--- src/hw/uia_defines.svh ---
`ifndef UIA_DEFINES_SVH
`define UIA_DEFINES_SVH

// ************************************************************
// register byte offsets
// ************************************************************
`define UIA_OFS_STAT_FLAG   8'h00
`define UIA_OFS_STAT_EN     8'h04
`define UIA_OFS_ERR_FLAG    8'h08
`define UIA_OFS_ERR_EN      8'h0C
`define UIA_OFS_PERIPHERAL_IRQ_FLAGS_2        8'h10
`define UIA_OFS_IRQ_MASK    8'h14

// ************************************************************
// field positions
// ************************************************************
`define UIA_STAT_W          7
`define UIA_BIT_FRAME_START 6
`define UIA_BIT_STALL       5
`define UIA_BIT_IDLE        4
`define UIA_BIT_TRN_DONE    3
`define UIA_BIT_BUS_ACT     2
`define UIA_BIT_TOP_ERROR   1
`define UIA_BIT_BUS_RESET   0
`define UIA_BIT_COMBINED    4
`define UIA_ERR_W           8

// ************************************************************
// reset values
// ************************************************************
`define UIA_RST_STAT_EN     7'h00
`define UIA_RST_ERR_EN      8'h00
`define UIA_RST_IRQ_MASK    1'h0

`endif

--- src/hw/uia_pkg.sv ---
package uia_pkg;

   typedef logic [31:0] uia_word_t;

   // register selected by a bus address
   typedef enum {
      UIA_SEL_STAT_FLAG,
      UIA_SEL_STAT_EN,
      UIA_SEL_ERR_FLAG,
      UIA_SEL_ERR_EN,
      UIA_SEL_PERIPHERAL_IRQ_FLAGS_2,
      UIA_SEL_IRQ_MASK,
      UIA_SEL_NONE
   } uia_sel_t;

   // low byte lane merge: only byte lane 0 carries register bits
   function automatic logic [7:0] uia_lane0(input logic [7:0] old_v,
                                            input logic [7:0] new_v,
                                            input logic       sel0);
      uia_lane0 = sel0 ? new_v : old_v;
   endfunction

endpackage

--- src/hw/uia_top.sv ---
`timescale 1ns/1ps
`default_nettype none

`include "uia_defines.svh"

module uia_top
   import uia_pkg::*;
#(
   parameter int ADR_W = 8,
   parameter int ERR_W = `UIA_ERR_W
) (
   // clock and reset
   input  wire logic             clk_i,
   input  wire logic             rst_i,
   // wishbone slave
   input  wire logic             wb_cyc_i,
   input  wire logic             wb_stb_i,
   input  wire logic             wb_we_i,
   input  wire logic [ADR_W-1:0] wb_adr_i,
   input  wire logic [3:0]       wb_sel_i,
   input  wire logic [31:0]      wb_dat_i,
   output logic      [31:0]      wb_dat_o,
   output logic                  wb_ack_o,
   // usb engine event pulses
   input  wire logic [6:0]       status_evt_i,
   input  wire logic [ERR_W-1:0] error_evt_i,
   // processor interrupt side
   output logic                  usb_combined_irq_flag_o,
   output logic                  irq_o
);

   // ************************************************************
   // state
   // ************************************************************
   typedef struct packed {
      logic        ack;
      logic [31:0] dat;
      logic        comb;
      logic        irq;
   } uia_top_state_t;

   uia_top_state_t state_ff;
   uia_top_state_t nxt_state;

   // ************************************************************
   // register outputs
   // ************************************************************
   logic [`UIA_STAT_W-1:0] status_irq_flag_reg;
   logic [`UIA_STAT_W-1:0] status_irq_enable_reg;
   logic [ERR_W-1:0]       error_irq_flag_reg;
   logic [ERR_W-1:0]       error_irq_enable_reg;
   logic [0:0]             irq_mask_reg;

   // ************************************************************
   // bus decode
   // ************************************************************
   logic                   req;
   logic                   wr_req;
   logic                   rd_req;
   uia_sel_t               sel;
   logic [7:0]             wbyte;
   logic                   wr_stat_en;
   logic                   wr_err_en;
   logic                   wr_mask;
   logic [`UIA_STAT_W-1:0] stat_clr;
   logic [ERR_W-1:0]       err_clr;
   logic [`UIA_STAT_W-1:0] stat_set;
   logic                   top_error_flag;
   logic [7:0]             peripheral_irq_flags_2;

   // new request only while ack is low, so each access acts once
   assign req    = wb_cyc_i & wb_stb_i & ~state_ff.ack;
   assign wr_req = req & wb_we_i;
   assign rd_req = req & ~wb_we_i;
   assign wbyte  = wb_dat_i[7:0];

   always_comb begin
      case ({wb_adr_i[ADR_W-1:2], 2'b00})
         ADR_W'(`UIA_OFS_STAT_FLAG): sel = UIA_SEL_STAT_FLAG;
         ADR_W'(`UIA_OFS_STAT_EN):   sel = UIA_SEL_STAT_EN;
         ADR_W'(`UIA_OFS_ERR_FLAG):  sel = UIA_SEL_ERR_FLAG;
         ADR_W'(`UIA_OFS_ERR_EN):    sel = UIA_SEL_ERR_EN;
         ADR_W'(`UIA_OFS_PERIPHERAL_IRQ_FLAGS_2):      sel = UIA_SEL_PERIPHERAL_IRQ_FLAGS_2;
         ADR_W'(`UIA_OFS_IRQ_MASK):  sel = UIA_SEL_IRQ_MASK;
         default:                    sel = UIA_SEL_NONE;
      endcase
   end

   assign wr_stat_en = wr_req & (sel == UIA_SEL_STAT_EN) & wb_sel_i[0];
   assign wr_err_en  = wr_req & (sel == UIA_SEL_ERR_EN) & wb_sel_i[0];
   assign wr_mask    = wr_req & (sel == UIA_SEL_IRQ_MASK) & wb_sel_i[0];

   // read of a flag register clears what it returned
   assign stat_clr = (rd_req && sel == UIA_SEL_STAT_FLAG) ? '1 : '0;
   assign err_clr  = (rd_req && sel == UIA_SEL_ERR_FLAG) ? '1 : '0;

   // ************************************************************
   // flag layers
   // ************************************************************
   // error enable gates an error up into the status layer
   assign top_error_flag = status_evt_i[`UIA_BIT_TOP_ERROR]
                         | (|(error_evt_i & error_irq_enable_reg));

   always_comb begin
      stat_set                     = status_evt_i;
      stat_set[`UIA_BIT_TOP_ERROR] = top_error_flag;
   end

   uia_flag_bank #(
      .W (`UIA_STAT_W)
   ) u_stat_flags (
      .clk_i  (clk_i),
      .rst_i  (rst_i),
      .set_i  (stat_set),
      .clr_i  (stat_clr),
      .flag_o (status_irq_flag_reg)
   );

   uia_flag_bank #(
      .W (ERR_W)
   ) u_err_flags (
      .clk_i  (clk_i),
      .rst_i  (rst_i),
      .set_i  (error_evt_i),
      .clr_i  (err_clr),
      .flag_o (error_irq_flag_reg)
   );

   // ************************************************************
   // enable and mask registers
   // ************************************************************
   uia_ctl_reg #(
      .W   (`UIA_STAT_W),
      .RST (`UIA_RST_STAT_EN)
   ) u_stat_en (
      .clk_i  (clk_i),
      .rst_i  (rst_i),
      .wr_i   (wr_stat_en),
      .wdat_i (wbyte[`UIA_STAT_W-1:0]),
      .q_o    (status_irq_enable_reg)
   );

   uia_ctl_reg #(
      .W   (ERR_W),
      .RST (ERR_W'(`UIA_RST_ERR_EN))
   ) u_err_en (
      .clk_i  (clk_i),
      .rst_i  (rst_i),
      .wr_i   (wr_err_en),
      .wdat_i (ERR_W'(wb_dat_i)),
      .q_o    (error_irq_enable_reg)
   );

   uia_ctl_reg #(
      .W   (1),
      .RST (`UIA_RST_IRQ_MASK)
   ) u_mask (
      .clk_i  (clk_i),
      .rst_i  (rst_i),
      .wr_i   (wr_mask),
      .wdat_i (wb_dat_i[`UIA_BIT_COMBINED]),
      .q_o    (irq_mask_reg)
   );

   // ************************************************************
   // combined request and bus answer
   // ************************************************************
   always_comb begin
      peripheral_irq_flags_2                    = 8'h00;
      peripheral_irq_flags_2[`UIA_BIT_COMBINED] = state_ff.comb;
   end

   always_comb begin
      nxt_state     = state_ff;
      // enabled flags only; drops once none remain
      nxt_state.comb = |(status_irq_flag_reg & status_irq_enable_reg);
      nxt_state.irq  = nxt_state.comb & irq_mask_reg[0];
      nxt_state.ack  = req;
      if (rd_req) begin
         case (sel)
            UIA_SEL_STAT_FLAG: nxt_state.dat = 32'(status_irq_flag_reg);
            UIA_SEL_STAT_EN:   nxt_state.dat = 32'(status_irq_enable_reg);
            UIA_SEL_ERR_FLAG:  nxt_state.dat = 32'(error_irq_flag_reg);
            UIA_SEL_ERR_EN:    nxt_state.dat = 32'(error_irq_enable_reg);
            UIA_SEL_PERIPHERAL_IRQ_FLAGS_2:      nxt_state.dat = 32'(peripheral_irq_flags_2);
            UIA_SEL_IRQ_MASK:  nxt_state.dat = 32'({irq_mask_reg, 4'h0});
            default:           nxt_state.dat = 32'h0000_0000;
         endcase
      end else if (req) begin
         nxt_state.dat = 32'h0000_0000;
      end
   end

   always_ff @(posedge clk_i) begin
      if (rst_i) begin
         state_ff <= '0;
      end else begin
         state_ff <= nxt_state;
      end
   end

   assign wb_ack_o                = state_ff.ack;
   assign wb_dat_o                = state_ff.dat;
   assign usb_combined_irq_flag_o = state_ff.comb;
   assign irq_o                   = state_ff.irq;

endmodule

`default_nettype wire

--- src/hw/uia_flag_bank.sv ---
`timescale 1ns/1ps
`default_nettype none

module uia_flag_bank #(
   parameter int W = 8
) (
   // clock and reset
   input  wire logic         clk_i,
   input  wire logic         rst_i,
   // set and clear strobes
   input  wire logic [W-1:0] set_i,
   input  wire logic [W-1:0] clr_i,
   // sticky flags
   output logic      [W-1:0] flag_o
);

   typedef struct packed {
      logic [W-1:0] flg;
   } uia_fb_state_t;

   uia_fb_state_t state_ff;
   uia_fb_state_t nxt_state;

   always_comb begin
      nxt_state     = state_ff;
      // set beats a clear in the same cycle
      nxt_state.flg = (state_ff.flg & ~clr_i) | set_i;
   end

   always_ff @(posedge clk_i) begin
      if (rst_i) begin
         state_ff <= '0;
      end else begin
         state_ff <= nxt_state;
      end
   end

   assign flag_o = state_ff.flg;

endmodule

`default_nettype wire

--- src/hw/uia_ctl_reg.sv ---
`timescale 1ns/1ps
`default_nettype none

module uia_ctl_reg #(
   parameter int         W   = 8,
   parameter logic [W-1:0] RST = '0
) (
   // clock and reset
   input  wire logic         clk_i,
   input  wire logic         rst_i,
   // write port
   input  wire logic         wr_i,
   input  wire logic [W-1:0] wdat_i,
   // stored value
   output logic      [W-1:0] q_o
);

   typedef struct packed {
      logic [W-1:0] val;
   } uia_cr_state_t;

   uia_cr_state_t state_ff;
   uia_cr_state_t nxt_state;

   always_comb begin
      nxt_state = state_ff;
      if (wr_i) begin
         nxt_state.val = wdat_i;
      end
   end

   always_ff @(posedge clk_i) begin
      if (rst_i) begin
         state_ff <= RST;
      end else begin
         state_ff <= nxt_state;
      end
   end

   assign q_o = state_ff.val;

endmodule

`default_nettype wire

--- config.mk ---
export PLATFORM = sky130hd
export DESIGN_NAME = uia_top
export DESIGN_NICKNAME = d
export VERILOG_FILES = /design/src/hw/uia_pkg.sv /design/src/hw/uia_top.sv /design/src/hw/uia_flag_bank.sv /design/src/hw/uia_ctl_reg.sv
export VERILOG_INCLUDE_DIRS = /design/src /design/src/hw
export SDC_FILE = /design/constraint.sdc
export NUM_CORES = 1
export LEC_CHECK = 0
export BUFFER_PORTS_ARGS = -buffer_cell sky130_fd_sc_hd__clkbuf_2
export CAP_MARGIN = 20
export CORE_ASPECT_RATIO = 0.7
export CORE_MARGIN = 2
export CORE_UTILIZATION = 30
export DETAILED_ROUTE_END_ITERATION = 8
export MAX_ROUTING_LAYER = met4
export PLACE_DENSITY = 0.54
export RECOVER_POWER = 100
export SLEW_MARGIN = 20
export SYNTH_ARGS = -nofsm -noshare
export SYNTH_HDL_FRONTEND = slang
export SYNTH_HIERARCHICAL = 1
export SYNTH_SLANG_ARGS = --single-unit
--- constraint.sdc ---
create_clock -name clk_i -period 8.7 [get_ports clk_i]
set_input_delay 1.74 -clock clk_i [delete_from_list [all_inputs] [get_ports clk_i]]
set_output_delay 1.74 -clock clk_i [all_outputs]
set_load 0.01 [all_outputs]
==> metrics, run 1 <==
critical path arrival 5.07 ns; Worst path slowest cell or4b_2; initial core utilization 30.9%; drt drc 0; Max-Cap Viols 1; Root Driver clkbuf_16; Worst path top cell family by delay simple AND/OR/NAND/NOR gates; overall power 0.000467 W; Sink Count 42; Clock Latency Late Sink 0.28 ns; sequential-to-total area share from yosys stat 34.7%; Worst Tran Pin Value 1.91 ns; crit path launch type input pin; Achievable Freq 201 MHz; hold worst-path end wb_dat_o[7]$_SDFFE_PP0P_; IR drop worst, VDD 0.000100 V; Synth Cell Area 2420 um2; initial antenna violation count 0; failing checks capacitance limit, slew limit; Post-Syn Instances 255; ant diodes 0; setup_tns 0 ns; Rel. slew slack -27.4%; power per cell area 174 nW/um2; fin crit share 57.2%; H-Tree Depth 2; largest net degree at the start of global routing 38; EDFF count, synth 0; CTS tree done; CP bufs+invs 3; CP endpoint kind flop; synth warn 6; GPL Wtd Cong 0.787; RSZ-0062 raised after global routing no; Period minus WS final 4.98 ns; Std-Cell Rows 27; Hold Vio Cnt, Final 0; first-pass GRT wire length 9150 um; clk_skew 0.00418 ns; sequence of cells on the critical path clkbuf_1 > nor4_1 > clkbuf_1 > nand2_1 > ha_1 > or4b_2 > nor2_1 > clkbuf_1 > mux2i_1 > nor2_1; R2R setup slack 5.63 ns; R2R depth 6; vias per inst 4.64; slowest cell delay on critical path 0.72 ns; syn_area_per_cell 9.50 um2; Die H 79.2 um; min-delay worst type reg2reg; leakage power 1.04 nW; clk slew on worst S/H paths 0.06 ns; Worst Hold Depth 2; Crit path top cell by count clkbuf_1; post-route ant nets 0; IO Port Bufs 45; Setup Viol. Count Final 0; Post-CTS Resized 0; core area 7840 um2; Worst Hold Launch wb_dat_o[7]$_SDFFE_PP0P_; DRT Pass-1 Iters 5; count of state elements after synthesis 42; CTS Buf Count 5; Die ar. 8830 um2; GR Util met2 19.4%; post-DP HPWL 4440 um; hold_buf cts 0; RR Startpoint wb_ack_o$_SDFF_PP0_; grt met1 use 19.4%; outcome finished, violations left; Worst Setup SP wb_adr_i[4]; Congestion Overflow GR 0; crit path max fanout 11; die width 111 um; busiest grt layer met2; Pins Over Slew Limit 38; I/O pin count 99; layout cells sized above 1 22.7%; async set-or-reset flop fraction in the synthesized netlist 0%; met3 usage 3.28%; Clock Path Buffers 2; final wirelength 5780 um; post-CTS setup buffer count 0; most common flop cell mapped by yosys dfxtp_1; synth unique cells 47; vias 1854; RR Endpoint u_err_en/q_o[0]$_SDFFE_PP0P_; synthesis-to-layout area growth 10.5%; vias in the first global route 1792; DRT iter0 DRCs 87; critical path class in2reg; data required time of the worst path 8.80 ns; Layout Nets 363; GRT Total Usage 13.5%; DR WL/cell 14.5 um
## how the worst max path moves through the flow
stage | endpoint | depth (start not counted) | slack, ns
2_1_floorplan | u_err_flags/flag_o[0]$_SDFF_PP0_ | 10 | 4.45
3_3_place_gp | u_err_en/q_o[6]$_SDFFE_PP0P_ | 9 | 3.85
3_5_place_dp | u_err_en/q_o[0]$_SDFFE_PP0P_ | 9 | 3.81
4_1_cts | u_err_en/q_o[0]$_SDFFE_PP0P_ | 9 | 4.09
5_1_grt | u_err_en/q_o[7]$_SDFFE_PP0P_ | 10 | 3.54
6_report | u_err_en/q_o[0]$_SDFFE_PP0P_ | 10 | 3.72
## layer usage
layer	up-vias	part of all wire, %
li1	935	-
met1	861	53
met2	54	41
met3	4	5.9
met4	0	0.40
met5	-	0
## cell type report
class                           count  area, um2
Fill cell                         870       5160
Tap cell                          101        126
Clock buffer                        5        125
Sequential cell                    42        841
Clock inverter                      3       45.0
Timing Repair Buffer               50        233
Inverter                           21       78.8
Multi-Input combinational cell    178       1230
## cells in the mapped netlist, types with 2 or more instances
| library cell | count | area [um2] |
|---|---|---|
| buf_4 | 24 | 180 |
| buf_6 | 4 | 45.0 |
| buf_2 | 2 | 10.0 |
| nor3_1 | 4 | 20.0 |
| mux2i_1 | 23 | 230 |
| nand2_1 | 5 | 18.8 |
| a22oi_1 | 6 | 45.0 |
| and2_1 | 2 | 12.5 |
| or4b_2 | 2 | 20.0 |
| a21boi_0 | 2 | 15.0 |
| nand3b_1 | 3 | 22.5 |
| nor2_1 | 28 | 105 |
| dfxtp_1 | 42 | 841 |
| nand2b_4 | 15 | 206 |
| a222oi_1 | 2 | 20.0 |
| clkbuf_1 | 3 | 11.3 |
| a21oi_1 | 10 | 50.1 |
| o22ai_1 | 2 | 12.5 |
| buf_1 | 4 | 15.0 |
| nor4_1 | 2 | 12.5 |
| a21oi_2 | 8 | 70.1 |
| nand2b_1 | 2 | 12.5 |
| nand3_1 | 2 | 10.0 |
| o31a_1 | 2 | 17.5 |
| a31oi_1 | 6 | 37.5 |
| nor3_2 | 5 | 50.1 |
| o221a_1 | 5 | 56.3 |
| inv_1 | 21 | 78.8 |
## tightest hold or removal path, stage by stage, from the launching register on
cell and delay, ns:
dfxtp_1 0.31, nand2_1 0.05, a21oi_1 0.05
## cells in the final DEF, fill, tap and decap left out, types with 6 or more instances in the layout
| master | Yosys | routed |
|---|---|---|
| clkbuf_2 | 0 | 33 |
| a22oi_1 | 6 | 6 |
| nor2_1 | 28 | 28 |
| nor3_1 | 4 | 8 |
| a21oi_2 | 8 | 8 |
| a21oi_1 | 10 | 10 |
| mux2i_1 | 23 | 23 |
| clkbuf_1 | 3 | 16 |
| dfxtp_1 | 42 | 42 |
| nand2b_2 | 0 | 9 |
| conb_1 | 1 | 24 |
| inv_1 | 21 | 21 |
| a31oi_1 | 6 | 6 |
## flip-flops by register name, indices dropped and copies added (netlist names), 7 cells and up
register             count
u_err_en/q_o             8
u_err_flags/flag_o       8
u_stat_en/q_o            7
u_stat_flags/flag_o      7
wb_dat_o                 8
## cells by family after synthesis
| logic type | synth area share [%] |
|---|---|
| buffers and inverters | 14.0 |
| AND/OR/NAND/NOR | 22.6 |
| AO/OA/AOI/OAI | 18.5 |
| adder cells (fa/ha/maj) | 0.516 |
| other | 0.155 |
| multiplexers | 9.50 |
| flip-flops | 34.7 |
## per-stage QoR
stage,cell area [um2],hold WS (ns),instances,util [%],worst slack [ns]
global placement,2630,0.445,390,33.5,3.85
floorplan,2510,0.452,278,-,4.45
CTS,2810,0.462,399,35.8,4.09
detailed placement,2640,0.453,391,33.6,3.81
global route,2680,0.494,400,34.2,3.54
finish,2680,0.456,400,34.2,3.72
## power by group
group / internal [W] / total, W / switching [W]
sequential: 0.000199 / 0.000204 / 0.00000540
combinational: 0.0000195 / 0.0000513 / 0.0000317
clock: 0.000135 / 0.000212 / 0.0000764
total: 0.000354 / 0.000467 / 0.000113
(Power assumes the default switching activity.)
==> run 2, diff against run 1 <==
--- a/config.mk
+++ b/config.mk
@@ -13,7 +13,7 @@
 export CORE_UTILIZATION = 30
 export DETAILED_ROUTE_END_ITERATION = 8
 export MAX_ROUTING_LAYER = met4
-export PLACE_DENSITY = 0.54
+export PLACE_DENSITY = 0.56
 export RECOVER_POWER = 100
 export SLEW_MARGIN = 20
 export SYNTH_ARGS = -nofsm -noshare
==> constraint.sdc (replaced) <==
create_clock -name clk_i -period 4.14 [get_ports clk_i]
set_input_delay 0.828 -clock clk_i [delete_from_list [all_inputs] [get_ports clk_i]]
set_output_delay 0.828 -clock clk_i [all_outputs]
set_load 0.01 [all_outputs]
==> run 2 against run 1 <==
Effect of this change:
- the flow now finishes without violations
- critical path depth unchanged
- first-iteration DRC count up 84%
- sequential share of layout area up 0.088 points
- clock skew up 0.0014 ns
- critical endpoint is now u_err_en/q_o[2]$_SDFFE_PP0P_
- total power up 99%
- largest power group is now sequential cells
==> metrics, run 2 (synthesized netlist as in run 1, its figures left out) <==
layout cells sized above 1 20.9%; power per cell area 349 nW/um2; internal power 0.000698 W; crit path launch type input pin; CP endpoint kind flop; crit path max fanout 11; clock network power share 42.4%; Die H 79.2 um; Setup Viol. Count Final 0; fin area 2670 um2; GRT Total Usage 14.0%; Achievable Freq 298 MHz; die width 111 um; min-delay worst type reg2reg; Pins Over Slew Limit 0; data required time of the worst path 4.27 ns; critical path arrival 3.49 ns; Worst Tran Pin Value 1.17 ns; synthesis-to-layout area growth 10.2%; post-route ant nets 0; DRT Pass-1 Iters 5; Comb pwr share 11.6%; RSZ-0062 raised after global routing no; hold worst-path end wb_dat_o[7]$_SDFFE_PP0P_; Hold Slack 0.465 ns; vias 1866; CTS Buf Count 5; Hold Vio Cnt, Final 0; post-CTS setup buffer count 0; final wirelength 5820 um; RR Endpoint u_err_en/q_o[2]$_SDFFE_PP0P_; vias in the first global route 1787; most frequent cells in the layout dfxtp_1, clkbuf_2, nor2_1, conb_1, mux2i_1; ant diodes 0; clk_skew 0.00558 ns; Clock Latency Late Sink 0.29 ns; Die ar. 8830 um2; Max-Cap Viols 0; sequence of cells on the critical path clkbuf_1 > nor4_1 > clkbuf_1 > nand2_1 > ha_1 > or4b_2 > nor2_1 > buf_4 > mux2i_1 > nor2_1; CTS tree done; R2R setup slack 2.05 ns; setup_tns 0 ns; Worst Hold Depth 2; slowest cell delay on critical path 0.71 ns; R2R depth 7; Layout Nets 366; H-Tree Depth 2; first-pass GRT wire length 9150 um; fin crit share 81.2%; I/O pin count 99; largest net degree at the start of global routing 24; hold_buf cts 0; CP bufs+invs 3; DR WL/cell 14.4 um; outcome finished clean; post-DP HPWL 4450 um; DRT iter0 DRCs 160; drt drc 0; Worst path top cell family by delay simple AND/OR/NAND/NOR gates; Worst Hold Launch wb_dat_o[7]$_SDFFE_PP0P_; Clock Path Buffers 2; initial core utilization 30.9%; clk slew on worst S/H paths 0.06 ns; P_sw 0.000234 W; Cell Area, Placed 2660 um2; Std-Cell Rows 27; leakage power 1.05 nW; Sink Count 42; initial antenna violation count 0; Rel. slew slack 21.8%; critical path class in2reg; switch share 25.1%; vias per inst 4.63; Post-CTS Resized 0; sequential power share 46.0%; Root Driver clkbuf_16; Congestion Overflow GR 0; IO Port Bufs 45; Worst path slowest cell or4b_2; RR Startpoint wb_ack_o$_SDFF_PP0_; Period minus WS final 3.36 ns; core area 7840 um2; GPL Wtd Cong 0.814; most common cell after layout, fill and taps aside dfxtp_1; IR drop worst, VDD 0.000168 V
-- run 2: per-stage QoR --
stage	power, W	instances	setup slack [ns]	util, %
finish	0.000931	403	0.780	34.1
global route	0.000973	403	0.557	34.1
CTS	0.000952	403	1.11	35.8
detailed placement	0.000557	395	0.830	33.9
global placement	0.000556	395	0.803	33.9
floorplan	0.000531	278	0.802	-
-- run 2: worst min-delay path, delay by kind of cell, from the launching register on --
| kind | cells | cell delay [ns] |
|---|---|---|
| AND/OR/NAND/NOR | 1 | 0.05 |
| AO/OA/AOI/OAI | 1 | 0.05 |
| flip-flops | 1 | 0.32 |
-- run 2: cell type report --
class,count,area (um2)
clock inverter,1,5.00
fill,836,5170
multi-input combinational,178,1220
inverter,21,78.8
clock buffer,7,143
sequential,42,841
timing repair buffer,53,253
tap,101,126
-- run 2: layer usage --
metal / part of all wire, % / wire length, um / track usage, % / up-vias
li1: - / - / - / 938
met1: 52 / 3010 / 19.2 / 866
met2: 40 / 2350 / 19.5 / 57
met3: 6.9 / 399 / 4.66 / 5
met4: 0.93 / 54 / 3.83 / 0
met5: 0 / 0 / - / -
-- run 2: worst max-delay path by stage --
stage,startpoint,end,slack (ns),depth (start not counted)
6_report,wb_adr_i[4],u_err_en/q_o[2]$_SDFFE_PP0P_,0.78,10
5_1_grt,wb_adr_i[4],u_err_en/q_o[6]$_SDFFE_PP0P_,0.56,10
4_1_cts,wb_adr_i[4],u_err_en/q_o[2]$_SDFFE_PP0P_,1.11,10
3_5_place_dp,wb_adr_i[4],u_err_en/q_o[2]$_SDFFE_PP0P_,0.83,10
3_3_place_gp,wb_adr_i[4],u_err_en/q_o[6]$_SDFFE_PP0P_,0.80,10
2_1_floorplan,wb_adr_i[4],u_err_flags/flag_o[0]$_SDFF_PP0_,0.80,10
-- run 2: power by group through the flow --
| stage | clock network, W | registers, W | logic [W] |
|---|---|---|---|
| finish | 0.000395 | 0.000428 | 0.000108 |
| global route | 0.000423 | 0.000430 | 0.000120 |
| CTS | 0.000404 | 0.000432 | 0.000116 |
| detailed placement | 0 | 0.000441 | 0.000116 |
| global placement | 0 | 0.000441 | 0.000115 |
| floorplan | 0 | 0.000440 | 0.0000912 |
==> run 3, diff against run 2 <==
--- a/config.mk
+++ b/config.mk
@@ -6,6 +6,7 @@
 export SDC_FILE = /design/constraint.sdc
 export NUM_CORES = 1
 export LEC_CHECK = 0
+export ABC_AREA = 1
 export BUFFER_PORTS_ARGS = -buffer_cell sky130_fd_sc_hd__clkbuf_2
 export CAP_MARGIN = 20
 export CORE_ASPECT_RATIO = 0.7
==> constraint.sdc (replaced) <==
create_clock -name clk_i -period 2.8 [get_ports clk_i]
set_input_delay 0.56 -clock clk_i [delete_from_list [all_inputs] [get_ports clk_i]]
set_output_delay 0.56 -clock clk_i [all_outputs]
set_load 0.01 [all_outputs]
==> run 3 against run 2 <==
Effect of this change:
- sequential power rose by 45%
- synthesized cell count rose by 36%
- global-route usage fell by 0.73 points
- clock power rose by 19%
- highest routed layer unchanged
- area after synthesis fell by 2.8%
- largest power group unchanged
- register-to-register slack got worse by 0.90 ns
- die area fell by 2.7%
==> metrics, run 3 <==
clk slew on worst S/H paths 0.08 ns; async set-or-reset flop fraction in the synthesized netlist 0%; most common cell after layout, fill and taps aside nand2_1; hold_buf cts 0; post-route ant nets 0; die width 110 um; CP endpoint kind flop; Max-Cap Viols 0; Layout Nets 463; Setup Viol. Count Final 0; GPL Wtd Cong 0.894; Root Driver clkbuf_8; DRT iter0 DRCs 105; Hold Slack 0.467 ns; vias in the first global route 1817; overall power 0.00121 W; clk_skew 0.00332 ns; leakage power 1.23 nW; data required time of the worst path 3.02 ns; most common flop cell mapped by yosys dfxtp_1; Period minus WS final 2.24 ns; pre-CTS setup slack 0.290 ns; core area 7450 um2; syn_area_per_cell 6.77 um2; largest net degree at the start of global routing 18; vias per inst 4.23; critical path arrival 2.46 ns; crit path max fanout 9; synth unique cells 30; IR drop worst, VDD 0.000272 V; min-delay worst type reg2reg; setup_tns 0 ns; crit path launch type input pin; first-pass GRT wire length 8580 um; post-CTS setup buffer count 0; Sink Count 42; synth warn 6; Post-Syn Instances 348; Worst Tran Pin Value 0.785 ns; Die H 78.1 um; Synth area leaders dfxtp_1, nand2_1, inv_1, buf_4, nor2_1; count leader, synth nand2_1; IO Port Bufs 45; power per cell area 458 nW/um2; initial antenna violation count 0; fin area 2650 um2; count of state elements after synthesis 42; Synth Cell Area 2350 um2; RSZ-0062 raised after global routing no; share of the synthesized area in the top cell type 35.7%; Hold Vio Cnt, Final 0; Clock Path Buffers 2; sequential-to-total area share from yosys stat 35.7%; Clock Latency Late Sink 0.29 ns; GRT Total Usage 13.2%; Congestion Overflow GR 0; Post-CTS Resized 0; leading area contributor after synthesis dfxtp_1; DRT Pass-1 Iters 4; EDFF count, synth 0; post-DP HPWL 4310 um; Pins Over Slew Limit 0; H-Tree Depth 2; final wirelength 5410 um; initial core utilization 31.6%; CTS tree done; Std-Cell Rows 26; Rel. slew slack 46.3%; CTS Buf Count 5; Achievable Freq 446 MHz; vias 2104; I/O pin count 99; fin crit share 80.1%; DR WL/cell 10.9 um; Die ar. 8590 um2; critical path class in2reg; Cell Area, Placed 2590 um2; drt drc 0; Synth top cells by count nand2_1, inv_1, nor2_1, dfxtp_1, buf_4; layout cells sized above 1 15.5%; ant diodes 0; synthesis-to-layout area growth 12.5%; outcome finished clean; most frequent cells in the layout nand2_1, inv_1, nor2_1, dfxtp_1, clkbuf_2; worst setup margin 0.558 ns
-- run 3: cells by family (layout without fill, tap and decap cells) --
logic type,Yosys count,count (layout),synth area share [%]
AND/OR/NAND/NOR,148,148,28.3
flip-flops,42,42,35.7
AO/OA/AOI/OAI,51,51,13.5
adder cells (fa/ha/maj),1,1,0.531
other,1,24,0.159
buffers and inverters,105,133,21.8
-- run 3: final timing paths --
check             depth (start not counted)                           endpoint                              from  slack (ns)
setup / recovery                          9           wb_dat_o[2]$_SDFFE_PP0P_                       wb_adr_i[7]        0.56
hold / removal                            2   u_err_flags/flag_o[0]$_SDFF_PP0_  u_err_flags/flag_o[0]$_SDFF_PP0_        0.47
setup reg to reg                          7  u_stat_flags/flag_o[1]$_SDFF_PP0_               wb_ack_o$_SDFF_PP0_        1.15
hold reg to reg                           2   u_err_flags/flag_o[0]$_SDFF_PP0_  u_err_flags/flag_o[0]$_SDFF_PP0_        0.47
-- run 3: worst max-delay path, cell delays in order --
cell	delay (ns)
clkbuf_1	0.10
nor2_4	0.19
nand3_1	0.25
ha_1	0.31
nand2_4	0.12
nand4_1	0.30
o21ai_0	0.31
o21ai_0	0.18
a21oi_1	0.15
-- run 3: where the power goes --
group / switching [W] / internal [W] / leakage, nW
clock network: 0.000203 / 0.000267 / 0.0524
registers: 0.00000923 / 0.000613 / 0.343
logic: 0.0000792 / 0.0000426 / 0.830
-- run 3: cell type report --
type                            count  area [um2]
Timing Repair Buffer               49         231
Multi-Input combinational cell    224        1060
Sequential cell                    42         841
Inverter                           76         285
Clock inverter                      1        30.0
Tap cell                           98         123
Fill cell                         834        4800
Clock buffer                        7        76.3
-- run 3: metrics by stage --
step                      utilization [%]  cells
after CTS                            36.2    497
after floorplan                         -    371
final                                35.6    497
after global routing                 35.6    497
after global placement               34.8    489
after detailed placement             34.8    489
-- run 3: metal layers --
layer / share of wire [%] / vias to the layer above / track usage, %
met2: 40 / 60 / 18.0
li1: - / 1099 / -
met5: 0 / - / -
met1: 54 / 940 / 19.8
met4: 0.50 / 0 / 2.28
met3: 6.0 / 5 / 3.07
